`src/tsc_dummy_note_end.sv`:
```
`timescale 1ns/100ps
`default_nettype none
`default_nettype wire

```
`src/tsc_pkg.sv`:
```
`default_nettype none
package tsc_pkg;
	// --------------------------------------------------------------
	// Bus geometry and responses
	// --------------------------------------------------------------
	localparam int         ADDR_W       = 8;
	localparam int         DATA_W       = 32;
	localparam logic [1:0] RESP_OKAY    = 2'h0;
	localparam logic [1:0] RESP_SLVERR  = 2'h2;
	localparam logic [1:0] RESP_DECERR  = 2'h3;
	// --------------------------------------------------------------
	// Register offsets
	// --------------------------------------------------------------
	localparam logic [7:0] OFS_TIMER1   = 8'h00;
	localparam logic [7:0] OFS_TIMER2   = 8'h04;
	localparam logic [7:0] OFS_ACT_HMS  = 8'h08;
	localparam logic [7:0] OFS_ACT_DAY  = 8'h0C;
	localparam logic [7:0] OFS_CAL_TIME = 8'h10;
	localparam logic [7:0] OFS_CAL_DATE = 8'h14;
	localparam logic [7:0] OFS_STATUS   = 8'h18;
	// --------------------------------------------------------------
	// Field positions and implemented bits
	// --------------------------------------------------------------
	localparam int HOUR_LSB     = 16;
	localparam int MIN_LSB      = 8;
	localparam int SEC_LSB      = 0;
	localparam int DAY_LSB      = 0;
	localparam int WEEKEN_LSB   = 8;
	localparam int WDAY_LSB     = 8;
	localparam int MONTH_LSB    = 16;
	localparam int YEAR_LSB     = 24;
	localparam int STAT_LS_LSB  = 8;
	localparam int STAT_LED_LSB = 16;
	localparam logic [31:0] HMS_MASK     = 32'h001F_3F3F;
	localparam logic [31:0] ACT_DAY_MASK = 32'h0000_7F1F;
	localparam logic [31:0] DATE_MASK    = 32'h030F_071F;
	// --------------------------------------------------------------
	// Values after reset
	// --------------------------------------------------------------
	localparam logic [31:0] TIMER1_RST   = 32'h0008_0000;
	localparam logic [31:0] TIMER2_RST   = 32'h0011_0000;
	localparam logic [31:0] ACT_HMS_RST  = 32'h000C_0000;
	localparam logic [31:0] ACT_DAY_RST  = 32'h0000_1F01;
	localparam logic [31:0] CAL_DATE_RST = 32'h0001_0001;
	// --------------------------------------------------------------
	// Value limits
	// --------------------------------------------------------------
	localparam logic [4:0] MAX_HOUR  = 5'h17;
	localparam logic [5:0] MAX_MIN   = 6'h3B;
	localparam logic [5:0] MAX_SEC   = 6'h3B;
	localparam logic [4:0] MIN_DAY   = 5'h01;
	localparam logic [4:0] MAX_DAY   = 5'h1F;
	localparam logic [2:0] MAX_WDAY  = 3'h6;
	localparam logic [3:0] MIN_MONTH = 4'h1;
	localparam logic [3:0] MAX_MONTH = 4'hC;
	// --------------------------------------------------------------
	// Time output order and timebase
	// --------------------------------------------------------------
	localparam int TO_TIMER1  = 0;
	localparam int TO_TIMER2  = 1;
	localparam int TO_WEEKDAY = 2;
	localparam int TO_DAY     = 3;
	localparam int TO_HOUR    = 4;
	localparam int TO_MINUTE  = 5;
	localparam int TO_SECOND  = 6;
	localparam int CLK_PERIOD_NS    = 10;
	localparam int SECOND_NS        = 1000000000;
	localparam int TICK_CYCLES_DFLT = SECOND_NS / CLK_PERIOD_NS;
endpackage
`default_nettype wire

```
`src/tsc_top.sv`:
```
// Function
// - Seven time outputs in fixed order
// - Daily timer true from setpoint to midnight
// - Timer hour 0-23, defaults 8 and 17
// - Timer minute 0-59, default 0
// - Timer second 0-59, default 0
// - Active day 1-31, default 1
// - Active day output true whole matching day
// - Active hour whole hour, 0-23, default 12
// - Active minute whole minute, default 0
// - Active second only that second, default 0
// - Weekday output true whole selected weekday
// - Seven weekday enables, Monday-Friday on
// - Five load-share flags sent to peers
// - Eight LED flags drive front LEDs
`timescale 1ns/100ps
`default_nettype none
module tsc_top #(
	parameter int TICK_CYCLES = tsc_pkg::TICK_CYCLES_DFLT
) (
	input  wire logic        clk,            // 100 MHz clock
	input  wire logic        rst_n,          // Async reset, active low
	input  wire logic [7:0]  s_axi_awaddr,   // Write address
	input  wire logic        s_axi_awvalid,  // Write address valid
	output var  logic        s_axi_awready,  // Write address ready
	input  wire logic [31:0] s_axi_wdata,    // Write data
	input  wire logic [3:0]  s_axi_wstrb,    // Write byte strobes
	input  wire logic        s_axi_wvalid,   // Write data valid
	output var  logic        s_axi_wready,   // Write data ready
	output var  logic [1:0]  s_axi_bresp,    // Write response
	output var  logic        s_axi_bvalid,   // Write response valid
	input  wire logic        s_axi_bready,   // Write response ready
	input  wire logic [7:0]  s_axi_araddr,   // Read address
	input  wire logic        s_axi_arvalid,  // Read address valid
	output var  logic        s_axi_arready,  // Read address ready
	output var  logic [31:0] s_axi_rdata,    // Read data
	output var  logic [1:0]  s_axi_rresp,    // Read response
	output var  logic        s_axi_rvalid,   // Read data valid
	input  wire logic        s_axi_rready,   // Read data ready
	input  wire logic [4:0]  lsFlagIn,       // Load-share flag equation results
	input  wire logic [7:0]  ledFlagIn,      // LED flag equation results
	output var  logic [6:0]  timeOut,        // Time command outputs
	output var  logic [4:0]  lsFlagOut,      // Load-share flags toward peers
	output var  logic [7:0]  ledOut          // Front-panel LED drive
);
	// --------------------------------------------------------------
	// Storage
	// --------------------------------------------------------------
	logic [31:0] timer1Word;
	logic [31:0] timer2Word;
	logic [31:0] actHmsWord;
	logic [31:0] actDayWord;
	logic [5:0]  calSec;
	logic [5:0]  calMin;
	logic [4:0]  calHour;
	logic [4:0]  calDay;
	logic [2:0]  calWday;
	logic [3:0]  calMonth;
	logic [1:0]  calYear;
	logic [26:0] divCnt;
	logic        evalPend;
	logic [7:0]  awAddr;
	logic        awHeld;
	logic [31:0] wData;
	logic [3:0]  wStrb;
	logic        wHeld;

	// --------------------------------------------------------------
	// Helpers
	// --------------------------------------------------------------
	function automatic logic [4:0] monthLen(input logic [3:0] m, input logic [1:0] y);
		logic [4:0] n;
		n = 5'h1F;
		if (m == 4'h2)
			n = (y == 2'h0) ? 5'h1D : 5'h1C;
		else if (m == 4'h4 || m == 4'h6 || m == 4'h9 || m == 4'hB)
			n = 5'h1E;
		return n;
	endfunction

	function automatic logic hmsOk(input logic [31:0] w);
		return (w[tsc_pkg::HOUR_LSB +: 5] <= tsc_pkg::MAX_HOUR)
			&& (w[tsc_pkg::MIN_LSB +: 6] <= tsc_pkg::MAX_MIN)
			&& (w[tsc_pkg::SEC_LSB +: 6] <= tsc_pkg::MAX_SEC);
	endfunction

	function automatic logic [31:0] readWord(input logic [7:0] a);
		logic [7:0]  wa;
		logic [31:0] r;
		wa = {a[7:2], 2'h0};
		r = 32'h0000_0000;
		if (wa == tsc_pkg::OFS_TIMER1)
			r = timer1Word;
		else if (wa == tsc_pkg::OFS_TIMER2)
			r = timer2Word;
		else if (wa == tsc_pkg::OFS_ACT_HMS)
			r = actHmsWord;
		else if (wa == tsc_pkg::OFS_ACT_DAY)
			r = actDayWord;
		else if (wa == tsc_pkg::OFS_CAL_TIME)
			r = {11'h000, calHour, 2'h0, calMin, 2'h0, calSec};
		else if (wa == tsc_pkg::OFS_CAL_DATE)
			r = {6'h00, calYear, 4'h0, calMonth, 5'h00, calWday, 3'h0, calDay};
		else if (wa == tsc_pkg::OFS_STATUS)
			r = {8'h00, ledOut, 3'h0, lsFlagOut, 1'h0, timeOut};
		return r;
	endfunction

	function automatic logic mapped(input logic [7:0] a);
		return {a[7:2], 2'h0} <= tsc_pkg::OFS_STATUS;
	endfunction

	// --------------------------------------------------------------
	// Write decode
	// --------------------------------------------------------------
	wire         doWrite   = awHeld && wHeld && !s_axi_bvalid;
	wire  [7:0]  wrWa      = {awAddr[7:2], 2'h0};
	wire  [31:0] byteMask  = {{8{wStrb[3]}}, {8{wStrb[2]}}, {8{wStrb[1]}}, {8{wStrb[0]}}};
	logic [31:0] merged;
	always_comb merged = (readWord(awAddr) & ~byteMask) | (wData & byteMask);
	wire  [4:0]  mDay      = merged[tsc_pkg::DAY_LSB +: 5];
	wire  [3:0]  mMonth    = merged[tsc_pkg::MONTH_LSB +: 4];
	wire  [1:0]  mYear     = merged[tsc_pkg::YEAR_LSB +: 2];
	wire         actDayOk  = (mDay >= tsc_pkg::MIN_DAY) && (mDay <= tsc_pkg::MAX_DAY);
	wire         dateOk    = (mMonth >= tsc_pkg::MIN_MONTH) && (mMonth <= tsc_pkg::MAX_MONTH)
		&& (mDay >= tsc_pkg::MIN_DAY) && (mDay <= monthLen(mMonth, mYear))
		&& (merged[tsc_pkg::WDAY_LSB +: 3] <= tsc_pkg::MAX_WDAY);
	wire         isHmsReg  = (wrWa == tsc_pkg::OFS_TIMER1) || (wrWa == tsc_pkg::OFS_TIMER2)
		|| (wrWa == tsc_pkg::OFS_ACT_HMS) || (wrWa == tsc_pkg::OFS_CAL_TIME);
	// Out-of-range values are refused whole so no field is left half-updated
	wire         wrValid   = isHmsReg ? hmsOk(merged)
		: (wrWa == tsc_pkg::OFS_ACT_DAY) ? actDayOk
		: (wrWa == tsc_pkg::OFS_CAL_DATE) ? dateOk : 1'b1;
	wire         wrOk      = doWrite && mapped(awAddr) && wrValid;
	wire         ldTime    = wrOk && (wrWa == tsc_pkg::OFS_CAL_TIME);
	wire         ldDate    = wrOk && (wrWa == tsc_pkg::OFS_CAL_DATE);
	wire  [1:0]  wrResp    = !mapped(awAddr) ? tsc_pkg::RESP_DECERR
		: wrValid ? tsc_pkg::RESP_OKAY : tsc_pkg::RESP_SLVERR;
	wire         awHs      = s_axi_awvalid && s_axi_awready;
	wire         wHs       = s_axi_wvalid && s_axi_wready;
	wire         arHs      = s_axi_arvalid && s_axi_arready;
	wire         next_awHeld = doWrite ? 1'b0 : (awHeld | awHs);
	wire         next_wHeld  = doWrite ? 1'b0 : (wHeld | wHs);
	wire         next_rvalid = arHs ? 1'b1 : ((s_axi_rvalid && s_axi_rready) ? 1'b0 : s_axi_rvalid);

	// --------------------------------------------------------------
	// AXI4-Lite slave
	// --------------------------------------------------------------
	always_ff @(posedge clk or negedge rst_n)
	begin
		if (!rst_n)
		begin
			awAddr <= 8'h00;
			awHeld <= 1'b0;
			wData  <= 32'h0000_0000;
			wStrb  <= 4'h0;
			wHeld  <= 1'b0;
			s_axi_awready <= 1'b0;
			s_axi_wready  <= 1'b0;
			s_axi_bvalid  <= 1'b0;
			s_axi_bresp   <= tsc_pkg::RESP_OKAY;
		end
		else
		begin
			if (awHs)
				awAddr <= s_axi_awaddr;
			if (wHs)
			begin
				wData <= s_axi_wdata;
				wStrb <= s_axi_wstrb;
			end
			awHeld <= next_awHeld;
			wHeld  <= next_wHeld;
			s_axi_awready <= !next_awHeld;
			s_axi_wready  <= !next_wHeld;
			if (doWrite)
			begin
				s_axi_bvalid <= 1'b1;
				s_axi_bresp  <= wrResp;
			end
			else if (s_axi_bready)
				s_axi_bvalid <= 1'b0;
		end
	end

	always_ff @(posedge clk or negedge rst_n)
	begin
		if (!rst_n)
		begin
			s_axi_arready <= 1'b0;
			s_axi_rvalid  <= 1'b0;
			s_axi_rdata   <= 32'h0000_0000;
			s_axi_rresp   <= tsc_pkg::RESP_OKAY;
		end
		else
		begin
			s_axi_rvalid  <= next_rvalid;
			s_axi_arready <= !next_rvalid;
			if (arHs)
			begin
				s_axi_rdata <= readWord(s_axi_araddr);
				s_axi_rresp <= mapped(s_axi_araddr) ? tsc_pkg::RESP_OKAY : tsc_pkg::RESP_DECERR;
			end
		end
	end

	// --------------------------------------------------------------
	// Setpoint registers
	// --------------------------------------------------------------
	always_ff @(posedge clk or negedge rst_n)
	begin
		if (!rst_n)
		begin
			timer1Word <= tsc_pkg::TIMER1_RST;
			timer2Word <= tsc_pkg::TIMER2_RST;
			actHmsWord <= tsc_pkg::ACT_HMS_RST;
			actDayWord <= tsc_pkg::ACT_DAY_RST;
		end
		else if (wrOk)
		begin
			if (wrWa == tsc_pkg::OFS_TIMER1)
				timer1Word <= merged & tsc_pkg::HMS_MASK;
			if (wrWa == tsc_pkg::OFS_TIMER2)
				timer2Word <= merged & tsc_pkg::HMS_MASK;
			if (wrWa == tsc_pkg::OFS_ACT_HMS)
				actHmsWord <= merged & tsc_pkg::HMS_MASK;
			if (wrWa == tsc_pkg::OFS_ACT_DAY)
				actDayWord <= merged & tsc_pkg::ACT_DAY_MASK;
		end
	end

	// --------------------------------------------------------------
	// One-second timebase and calendar
	// --------------------------------------------------------------
	wire       tick    = (divCnt == 27'(TICK_CYCLES - 1));
	wire       secWrap = (calSec == tsc_pkg::MAX_SEC);
	wire       minWrap = secWrap && (calMin == tsc_pkg::MAX_MIN);
	wire       hrWrap  = minWrap && (calHour == tsc_pkg::MAX_HOUR);
	wire       dayWrap = hrWrap && (calDay == monthLen(calMonth, calYear));
	wire       monWrap = dayWrap && (calMonth == tsc_pkg::MAX_MONTH);

	always_ff @(posedge clk or negedge rst_n)
	begin
		if (!rst_n)
			divCnt <= 27'h0000000;
		else if (tick || ldTime)
			divCnt <= 27'h0000000;
		else
			divCnt <= divCnt + 27'h0000001;
	end

	always_ff @(posedge clk or negedge rst_n)
	begin
		if (!rst_n)
		begin
			calSec   <= 6'h00;
			calMin   <= 6'h00;
			calHour  <= 5'h00;
			calDay   <= tsc_pkg::CAL_DATE_RST[tsc_pkg::DAY_LSB +: 5];
			calWday  <= tsc_pkg::CAL_DATE_RST[tsc_pkg::WDAY_LSB +: 3];
			calMonth <= tsc_pkg::CAL_DATE_RST[tsc_pkg::MONTH_LSB +: 4];
			calYear  <= tsc_pkg::CAL_DATE_RST[tsc_pkg::YEAR_LSB +: 2];
		end
		else if (ldTime)
		begin
			calSec  <= merged[tsc_pkg::SEC_LSB +: 6];
			calMin  <= merged[tsc_pkg::MIN_LSB +: 6];
			calHour <= merged[tsc_pkg::HOUR_LSB +: 5];
		end
		else if (ldDate)
		begin
			calDay   <= mDay;
			calWday  <= merged[tsc_pkg::WDAY_LSB +: 3];
			calMonth <= mMonth;
			calYear  <= mYear;
		end
		else if (tick)
		begin
			calSec <= secWrap ? 6'h00 : calSec + 6'h01;
			if (secWrap)
				calMin <= minWrap ? 6'h00 : calMin + 6'h01;
			if (minWrap)
				calHour <= hrWrap ? 5'h00 : calHour + 5'h01;
			if (hrWrap)
			begin
				calWday <= (calWday == tsc_pkg::MAX_WDAY) ? 3'h0 : calWday + 3'h1;
				calDay  <= dayWrap ? tsc_pkg::MIN_DAY : calDay + 5'h01;
			end
			if (dayWrap)
				calMonth <= monWrap ? tsc_pkg::MIN_MONTH : calMonth + 4'h1;
			if (monWrap)
				calYear <= calYear + 2'h1;
		end
	end

	// --------------------------------------------------------------
	// Setpoint comparison
	// --------------------------------------------------------------
	// Settings are read live, but outputs only move at an evaluation,
	// so a write takes effect at the next one and unaffected outputs hold
	wire [16:0] nowHms  = {calHour, calMin, calSec};
	wire [16:0] t1Hms   = {timer1Word[tsc_pkg::HOUR_LSB +: 5], timer1Word[tsc_pkg::MIN_LSB +: 6],
		timer1Word[tsc_pkg::SEC_LSB +: 6]};
	wire [16:0] t2Hms   = {timer2Word[tsc_pkg::HOUR_LSB +: 5], timer2Word[tsc_pkg::MIN_LSB +: 6],
		timer2Word[tsc_pkg::SEC_LSB +: 6]};
	wire [6:0]  weekEn  = actDayWord[tsc_pkg::WEEKEN_LSB +: 7];
	wire [6:0]  next_timeOut;

	assign next_timeOut[tsc_pkg::TO_TIMER1]  = nowHms >= t1Hms;
	assign next_timeOut[tsc_pkg::TO_TIMER2]  = nowHms >= t2Hms;
	assign next_timeOut[tsc_pkg::TO_WEEKDAY] = weekEn[calWday];
	assign next_timeOut[tsc_pkg::TO_DAY]     = calDay == actDayWord[tsc_pkg::DAY_LSB +: 5];
	assign next_timeOut[tsc_pkg::TO_HOUR]    = calHour == actHmsWord[tsc_pkg::HOUR_LSB +: 5];
	assign next_timeOut[tsc_pkg::TO_MINUTE]  = calMin == actHmsWord[tsc_pkg::MIN_LSB +: 6];
	assign next_timeOut[tsc_pkg::TO_SECOND]  = calSec == actHmsWord[tsc_pkg::SEC_LSB +: 6];

	always_ff @(posedge clk or negedge rst_n)
	begin
		if (!rst_n)
		begin
			evalPend  <= 1'b0;
			timeOut   <= 7'h00;
			lsFlagOut <= 5'h00;
			ledOut    <= 8'h00;
		end
		else
		begin
			// Evaluate one cycle after the calendar has settled
			evalPend <= tick || ldTime || ldDate;
			if (evalPend)
				timeOut <= next_timeOut;
			lsFlagOut <= lsFlagIn;
			ledOut    <= ledFlagIn;
		end
	end
endmodule
`default_nettype wire

```
`config.mk`:
```
export PLATFORM = sky130hd
export DESIGN_NAME = tsc_top
export DESIGN_NICKNAME = d
export VERILOG_FILES = /design/src/tsc_dummy_note_end.sv /design/src/tsc_pkg.sv /design/src/tsc_top.sv
export SDC_FILE = /design/constraint.sdc
export NUM_CORES = 1
export LEC_CHECK = 0
export BUFFER_PORTS_ARGS = -buffer_cell sky130_fd_sc_hd__buf_2
export CAP_MARGIN = 15
export CELL_PAD_IN_SITES_DETAIL_PLACEMENT = 0
export CELL_PAD_IN_SITES_GLOBAL_PLACEMENT = 1
export CORE_AREA = 8 8 165 167
export CTS_BUF_LIST = sky130_fd_sc_hd__clkbuf_8
export DETAILED_ROUTE_END_ITERATION = 6
export DIE_AREA = 0 0 173 175
export PLACE_DENSITY = 0.87
export SYNTH_ARGS = -nofsm -noshare
export SYNTH_HDL_FRONTEND = slang
export SYNTH_SLANG_ARGS = --single-unit
```
`constraint.sdc`:
```
create_clock -name clk -period 7.6 [get_ports clk]
set_input_delay 0.76 -clock clk [delete_from_list [all_inputs] [get_ports clk]]
set_output_delay 0.76 -clock clk [all_outputs]
set_load 0.03 [all_outputs]
```
---- Yosys cells after proc, flatten, opt, wreduce, memory -nomap -nowiden ----
Index checks and enable logic that the tools add are counted.
storage, ports and cells
  register bits ........................... 223
  input port bits ......................... 72
  output and inout bits ................... 61
  word-level logic and storage cells ...... 215
cells by class
  add/sub/neg operators ................... 8
  $lt $le $gt $ge ......................... 14
  equal/unequal tests ..................... 34
  muxes and demuxes ....................... 64
  bitwise gates (word level) .............. 7
  reduce and logical (&&, ||, !) cells .... 59
operators by type and width
  operator               number
  $mux 26                12
  $mux 6                 9
  $and 26x26->26         2
  $mux 24                2
  $mux 5                 9
  $eq 6x3->1 const B     6
  $ge 17x17->1           2
  $add 27x1->27 const B  1
  $eq 27x27->1 const B   1
  $mux 27                1
  $not 26->26            1
  $or 26x26->26          1
  $eq 6x2->1 const B     4
  $logic_and 1x1->1      21
  $eq 4x4->1 const B     5
  $eq 4x3->1 const B     4
  $le 8x5->1 const B     2
  $mux 2                 8
  $mux 4                 4
  $reduce_bool 2->1      8
  $eq 5x5->1             3
  $reduce_and 3->1       5
  $mux 1                 14
  $add 6x1->6 const B    2
  29 further kinds       59

---- Longest topological paths before layout ----
Gate-level depths: netlist (run 1).
  depth after elaboration ................. 26
  gate-level depth with buffers ........... 23
  mapped depth without buffers ............ 18

---- Least setup slack after synthesis (run 1) ----
Ideal clock, no wire load.
  path kind ............................... register -> register
  start ................................... reg awAddr[5]
  end ..................................... reg actHmsWord[0]
  setup time .............................. 0.125 ns
  arrival ................................. 3.566 ns
  data required time ...................... 7.475 ns
  setup slack ............................. 3.909 ns
  stages on the path, launching flop included .. 17
  path buffers ............................ 3
  period minus slack after synthesis ...... 3.691 ns
  path through ............................ dfrtp_1 > or3_1 > buf_2 > a311o_1 > o31ai_2 > or2_2 > nor3_1 > ha_1 > a21oi_1 > a21oi_1 > nand4_1 > nand3_1 > a221oi_2 > and3_1 > buf_4 > buf_8 > mux2_4
between the ends
  cells in the longest elaborated chain, start to end .. 24
  elaborated cells on any way between the ends .. 55
  those cells by class .................... 10 x order compare; 11 x eq/ne; 13 x mux; 2 x bitwise; 19 x reduce/logical
RTL lines
  what                        RTL line        source
  start, declared             tsc_top.sv:62   logic [7:0] awAddr;
  start signal, assigned      tsc_top.sv:166  awAddr <= s_axi_awaddr;
  $eq 6x3->1                  tsc_top.sv:104  else if (wa == tsc_pkg::OFS_STATUS)
  $mux 24                     tsc_top.sv:104
  $mux 26                     tsc_top.sv:102  else if (wa == tsc_pkg::OFS_CAL_DATE)
  $mux 26                     tsc_top.sv:100  else if (wa == tsc_pkg::OFS_CAL_TIME)
  $mux 26                     tsc_top.sv:98   else if (wa == tsc_pkg::OFS_ACT_DAY)
  $mux 26                     tsc_top.sv:96   else if (wa == tsc_pkg::OFS_ACT_HMS)
  $mux 26                     tsc_top.sv:94   else if (wa == tsc_pkg::OFS_TIMER2)
  $mux 26                     tsc_top.sv:92   if (wa == tsc_pkg::OFS_TIMER1)
  (+8 left out)               -
  $le 5x5->1                  tsc_top.sv:126  && (mDay >= tsc_pkg::MIN_DAY) && (mDay <= monthLen(mMonth, mYear))
  $logic_and 1x1->1           tsc_top.sv:126
  $logic_and 1x1->1           tsc_top.sv:127  && (merged[tsc_pkg::WDAY_LSB +: 3] <= tsc_pkg::MAX_WDAY);
  $mux 1                      tsc_top.sv:133  : (wrWa == tsc_pkg::OFS_CAL_DATE) ? dateOk : 1'b1;
  $mux 1                      tsc_top.sv:132  : (wrWa == tsc_pkg::OFS_ACT_DAY) ? actDayOk
  $mux 1                      tsc_top.sv:131  wire wrValid = isHmsReg ? hmsOk(merged)
  $logic_and 1x1->1           tsc_top.sv:134  wire wrOk = doWrite && mapped(awAddr) && wrValid;
  $reduce_and 2->1 (no line)  -
  end signal, assigned        tsc_top.sv:216  actHmsWord <= tsc_pkg::ACT_HMS_RST;
  end signal, assigned        tsc_top.sv:226  actHmsWord <= merged & tsc_pkg::HMS_MASK;
  end, declared               tsc_top.sv:51   logic [31:0] actHmsWord;
Parallel ways exist; a longest one is shown, timed or not.
A chain may end at the register's enable or synchronous reset.

---- Final worst setup path (run 1) ----
  start ................................... reg awAddr[3]
  end ..................................... reg actHmsWord[16]
Same word-level chain as after synthesis.

==> flow_summary.toml, run 1 <==
[critical_path]
cp_cell_sequence = "buf_4 > nor2b_1 > buf_4 > a221oi_1 > o31ai_2 > or2_2 > nor3_1 > ha_1 > a21oi_1 > a21oi_1 > nand4_1 > nand3_1 > a221oi_2 > and3_1 > buf_4 > mux2_4"
critPathBufInv = 3
path_delay_family = "simple AND/OR/NAND/NOR gates"
crit_path_top_delay_cell = "sky130_fd_sc_hd__and3_1"
worst_setup_path_start_kind = "flop"
required_ns = 8.03
path_common_cell = "sky130_fd_sc_hd__buf_4"
end_kind = "flop"
critPathKind = "reg -> reg"
timing.critical_path.arrival_ns = 6.11
worst-path-max-fanout = 28
max_stage_delay_ns = 1.02

[die]
die-width_um = 173
initial_core_util_pct = 50.98
row_count = 58
floorplan.io_pins = 133
die-area_sq_um = 30280
core_area_sq_um = 24670
die_height_um = 175

[power]
pwr_density_cell_nw_per_um2 = 282.1
p_leak_nw = 6.329
vdd_ir_drop_max_mv = 0.1426

[timing]
timing.setup.tns_ns = 0
hold_slack_final_ns = 0.2915
finalWorstPathRequiredPeriod_ns = 5.676
final_max_slew_viol_count = 0
worst_tran_pin_value_ns = 1.153
setup-violations-final = 0
fin_crit_sh_pct = 74.68
setup_repair_after_global_routing_missed_its_margin = "no"
max_slew_margin_pct = 23.16
fin_worst_skew_ns = 0.02231
fin_ws_ns = 1.924
final-hold-violation-count = 0
max_freq_mhz = 176.2

[synthesis]
ys_top_cells_by_count = "sky130_fd_sc_hd__dfrtp_1, sky130_fd_sc_hd__nand2_1, sky130_fd_sc_hd__mux2_2, sky130_fd_sc_hd__nor2_1, sky130_fd_sc_hd__o21ai_0"
synthMostInstantiatedCell = "sky130_fd_sc_hd__dfrtp_1"
yosys_synthesis_warning_count = 0
synth_top_area_share_pct = 38.39
syn_avg_cell_area_sq_um = 9.752
synth_async_sr_flop_share_pct = 100.0
synth_area_leaders = "sky130_fd_sc_hd__dfrtp_1, sky130_fd_sc_hd__mux2_2, sky130_fd_sc_hd__ha_1, sky130_fd_sc_hd__o21ai_0, sky130_fd_sc_hd__nand2_1"
synth_enable_flop_cells = 0
postSynth.topFlopCell = "sky130_fd_sc_hd__dfrtp_1"
synth.ff_latch_count = 206
mappedNetlistArea_sq_um = 12580
yosysUniqueCellTypes = 88
synthesis.instances = 1290
register_area_share_after_synthesis_pct = 41.11
largest_area_contributor_in_the_netlist = "sky130_fd_sc_hd__dfrtp_1"

[route]
drt-vias-per-instance = 6.107
drt_iter0_drc = 1038
drt_first_pass_iters = 5
dr_total_vias = 10590
post-route-drc-count = 0
route.final.wire_length_mm = 38.52
drtAntennaViolNets = 0
drt-wirelength-per-cell_um = 22.22

[grt]
grt_util_all_layers_pct = 25.12
grt_start_max_net_pins = 101
initial_antenna_violation_count = 1
grt_pass1_wl_mm = 61.03
number_of_global_route_vias_before_repair = 10792
grt.overflow.total = 0

[layout]
area.growth.synth_to_final_pct = 11.80
final_cell_utilization_of_the_core_pct = 57.00
final_layout_net_count = 1493
post_layout_inst_area_sq_um = 14060
drive_gt1_share_pct = 23.65
n_antenna_cell = 0

[placement]
placed_cell_area_sq_um = 13270
port_bufs = 108
hpwl_dp_mm = 27.86
preCtsSetupSlack_ns = 2.079
gp_congestion = 0.9762

[clock_network]
tritoncts_buffer_count = 39
cts.repair_timing.setup_buffer_count = 0
tritoncts = "yes"
number_of_buffers_on_the_longest_clock_path = 3
numClockSinks = 206
path_clk_slew_ns = 0.06
htree_levels = 2
clock_root_buffer_master = "sky130_fd_sc_hd__clkbuf_8"
cts_repair_resize_count = 0
cts_hold_repair.buffers = 0
clkLatencyLatePin_ns = 0.55

[job]
drv_cap = 0

[status]
outcome = "finished, final reports clean"

[worst_hold_path]
hold_class = "in -> async"
==> flip-flops by register name (all words and copies together) (netlist names), 7 cells and up <==
signal,count
divCnt,27
s_axi_rdata,24
wData,20
actHmsWord,17
timer1Word,17
timer2Word,17
actDayWord,12
ledOut,8
timeOut,7
==> placed cells by master (no fill, tap or decap), drive strengths merged, types with 10 or more instances in the layout <==
cell	count
inv	77
clkbuf	49
nand2	106
xor2	15
o21ai	85
a21oi	73
nand3	44
nor3	20
nand2b	10
nor2b	14
mux2	115
mux2i	38
o211ai	11
xnor2	33
ha	46
nand4	19
dfrtp	193
o22ai	32
buf	130
nor2	86
and3	18
o31ai	12
dfstp	13
==> routing by layer <==
metal | vias to the layer above | share of wire [%] | GRT usage [%]
li1 | 4831 | - | -
met1 | 5149 | 41 | 32.76
met2 | 491 | 45 | 39.19
met3 | 117 | 9.2 | 5.806
met4 | 2 | 4.2 | 11.68
met5 | - | 0.034 | 0
==> path summary, 6_finish.rpt <==
kind	depth (start not counted)	to	startpoint	slack (ns)
worst max-delay path	16	actHmsWord[16]	awAddr[3]	1.92
worst min-delay path	1	timer1Word[11]	rst_n	0.29
worst max register to register	16	actHmsWord[16]	awAddr[3]	1.92
worst min register to register	2	s_axi_rdata[11]	s_axi_rdata[11]	0.47
max in group asynchronous	2	awAddr[3]	rst_n	6.01
min in group clk	1	ledOut[2]	ledFlagIn[2]	0.31
==> cell type report <==
cell class,count,area [sq um]
fillers,2217,10610
multi-input cells,931,6716
flip-flops and latches,206,5172
repair buffers,131,721.9
clock buffers,48,660.6
well taps,330,412.9
inverters,66,247.7
clock inverters,22,131.4
==> worst reg2reg max path, stage by stage, from the launching register on <==
cell	delay, ns
sky130_fd_sc_hd__dfrtp_2	0.83
sky130_fd_sc_hd__buf_4	0.41
sky130_fd_sc_hd__nor2b_1	0.08
sky130_fd_sc_hd__buf_4	0.18
sky130_fd_sc_hd__a221oi_1	0.44
sky130_fd_sc_hd__o31ai_2	0.18
sky130_fd_sc_hd__or2_2	0.31
sky130_fd_sc_hd__nor3_1	0.23
sky130_fd_sc_hd__ha_1	0.29
sky130_fd_sc_hd__a21oi_1	0.13
sky130_fd_sc_hd__a21oi_1	0.05
sky130_fd_sc_hd__nand4_1	0.14
sky130_fd_sc_hd__nand3_1	0.11
sky130_fd_sc_hd__a221oi_2	0.56
sky130_fd_sc_hd__and3_1	1.02
sky130_fd_sc_hd__buf_4	0.30
sky130_fd_sc_hd__mux2_4	0.30
==> power by group <==
| group | switching, W | internal [W] | total [W] |
|---|---|---|---|
| Sequential | 0.000265 | 0.00128 | 0.00154 |
| Combinational | 0.000814 | 0.000516 | 0.00133 |
| Clock | 0.000487 | 0.000606 | 0.00109 |
| Total | 0.00157 | 0.00240 | 0.00397 |
==> kinds of logic (layout without fill, tap and decap cells) <==
family / Yosys count / after routing / share of synthesized area [%]
AOI/OAI and AO/OA: 310 / 310 / 16.06
xor gates and xnor gates: 48 / 48 / 3.342
adders and majority gates: 46 / 46 / 4.575
buffers and inverters: 160 / 267 / 5.749
DFF: 206 / 206 / 41.11
muxes: 159 / 159 / 14.93
other: 1 / 8 / 0.02981
and+or+nand+nor: 360 / 360 / 14.20
==> metrics by stage <==
step	instances	total power, W
after floorplan	1297	0.002408
after global placement	1664	0.002832
after detailed placement	1664	0.002863
after CTS	1734	0.003972
after global routing	1734	0.004171
final	1734	0.003967
No activity file was read; power rests on OpenSTA's default activity.
==> run 2, diff against run 1 <==
CORE_AREA = 8 8 171 173   (was 8 8 165 167)
DIE_AREA = 0 0 179 181   (was 0 0 173 175)
PLACE_DENSITY = 0.81   (was 0.87)
clock period = 5.4 ns   (was 7.6 ns; I/O delays follow)
==> run 2 against run 1 <==
Combinational power increased by 47%. Worst setup slack got worse by 1.2 ns. Worst hold slack got worse by 0.24 ns. Largest cell class unchanged. Critical path depth rose by 1. Via count shrank 0.22%. Register-to-register slack worse by 1.2 ns. Sequential share of layout area decreased by 0.14 points.
==> flow_summary.toml, run 2 (synthesis results as in run 1) <==
[status]
outcome = "finished, final reports clean"

[critical_path]
crit_path_top_delay_cell = "sky130_fd_sc_hd__nor3_1"
end_kind = "flop"
critPathKind = "reg -> reg"
worstReg2RegStart = "awAddr[2]"
timing.critical_path.arrival_ns = 5.08
max_stage_delay_ns = 0.77
required_ns = 5.84
critPathLaunch = "awAddr[2]"
worst_setup_path_start_kind = "flop"
path_common_cell = "sky130_fd_sc_hd__a21oi_1"
cp_cell_sequence = "nand2b_1 > nor3_1 > nand2_1 > nor2_1 > a21oi_1 > o21ai_0 > a21oi_1 > nor2_1 > a21oi_1 > ha_1 > a21oi_1 > nand4_1 > nand4_1 > nor3_2 > buf_4 > nor2_1 > mux2_2"
worst-path-max-fanout = 14

[timing]
fin_worst_skew_ns = 0.03634
max_slew_margin_pct = 35.73
final_max_slew_viol_count = 0
finalWorstPathRequiredPeriod_ns = 4.637
max_freq_mhz = 215.7
final-hold-violation-count = 0
fin_crit_sh_pct = 85.86
fin_ws_ns = 0.7635
setup_repair_after_global_routing_missed_its_margin = "no"
setup-violations-final = 0
worst_tran_pin_value_ns = 0.9640
timing.setup.tns_ns = 0

[clock_network]
path_clk_slew_ns = 0.07
numClockSinks = 206
clkLatencyLatePin_ns = 0.56
number_of_buffers_on_the_longest_clock_path = 3
clock_root_buffer_master = "sky130_fd_sc_hd__clkbuf_8"
cts.repair_timing.setup_buffer_count = 0
tritoncts = "yes"
htree_levels = 2
tritoncts_buffer_count = 39
cts_hold_repair.buffers = 0
cts_repair_resize_count = 0

[route]
post-route-drc-count = 0
drt-vias-per-instance = 6.018
drt_iter0_drc = 1039
drtAntennaViolNets = 0
drt-wirelength-per-cell_um = 22.90
drt_first_pass_iters = 5
route.final.wire_length_mm = 40.21
dr_total_vias = 10567

[grt]
grt_start_max_net_pins = 113
grt_pass1_wl_mm = 61.64
grt_util_all_layers_pct = 24.41
initial_antenna_violation_count = 0
number_of_global_route_vias_before_repair = 10565
grt.overflow.total = 0

[layout]
number_of_flip_flops_in_the_largest_register = 27
mostFrequentLayoutCell = "sky130_fd_sc_hd__dfrtp_1"
mostFrequentLayoutCells = "sky130_fd_sc_hd__dfrtp_1, sky130_fd_sc_hd__buf_2, sky130_fd_sc_hd__nand2_1"
ff_latch_area_sq_um = 5172
biggestRegsByFlops = "divCnt x27, s_axi_rdata x24, wData x20"
final_layout_net_count = 1503
multiInputGateArea_sq_um = 6716
area.growth.synth_to_final_pct = 12.21
n_antenna_cell = 0
drive_gt1_share_pct = 23.89
filler_cell_count = 2493
top_register = "divCnt"

[placement]
preCtsSetupSlack_ns = 0.9188
hpwl_dp_mm = 29.00
port_bufs = 108
gp_congestion = 0.9539

[power]
pwr_density_cell_nw_per_um2 = 396.3
p_leak_nw = 6.394
vdd_ir_drop_max_mv = 0.1977

[die]
row_count = 60
die-width_um = 179
die-area_sq_um = 32400
initial_core_util_pct = 47.47
floorplan.io_pins = 133
core_area_sq_um = 26500
die_height_um = 181

[job]
drv_cap = 0

[worst_hold_path]
hold_class = "in -> async"
[run 2: metal layers]
layer,vias up,track usage [%],wire [um]
met4,0,9.725,1327
met5,-,0,0
met2,463,37.17,18070
met1,5160,32.87,17070
met3,81,5.692,3738
li1,4863,-,-
[run 2: path summary, 6_finish.rpt]
path	endpoint	depth (start not counted)	slack (ns)
max reg2reg	calMin[0]	17	0.76
min in group clk	lsFlagOut[1]	1	0.10
min reg2reg	s_axi_rdata[19]	2	0.47
max	calMin[0]	17	0.76
max in group asynchronous	wData[25]	2	4.14
min	s_axi_rdata[6]	1	0.05
[run 2: stage by stage]
step	instances	util [%]	total power, W	instance area [sq um]	hold slack, ns
6_report	1756	53.27	0.005594	14120	0.04839
3_3_place_gp	1685	50.42	0.004044	13360	0.4571
5_1_grt	1756	53.27	0.005862	14120	0.07483
3_5_place_dp	1685	50.42	0.004078	13360	0.4636
2_1_floorplan	1297	-	0.003389	12610	0.2444
4_1_cts	1756	53.27	0.005584	14120	0.07104
[run 2: worst max-delay path, delay by kind of cell (launching register included)]
| family | cells | cell delay, ns |
|---|---|---|
| muxes | 1 | 0.39 |
| adders and majority gates | 1 | 0.30 |
| buffers and inverters | 1 | 0.18 |
| DFF | 1 | 0.64 |
| AOI/OAI and AO/OA | 5 | 0.50 |
| and+or+nand+nor | 9 | 2.54 |
[run 2: area by class of cell]
type | instances | share of cell area, %
Inverter | 66 | 1.755
Clock buffer | 47 | 4.583
Multi-Input combinational cell | 931 | 47.58
Tap cell | 341 | 3.023
Timing Repair Buffer | 141 | 5.655
Clock inverter | 24 | 0.7623
Sequential cell | 206 | 36.64
[run 2: where the power goes]
group | switching (W) | internal (W) | leakage (nW)
Clock | 0.000696 | 0.000793 | 0.456
Combinational | 0.00121 | 0.000743 | 3.26
Sequential | 0.000347 | 0.00180 | 2.68
Total | 0.00226 | 0.00334 | 6.39
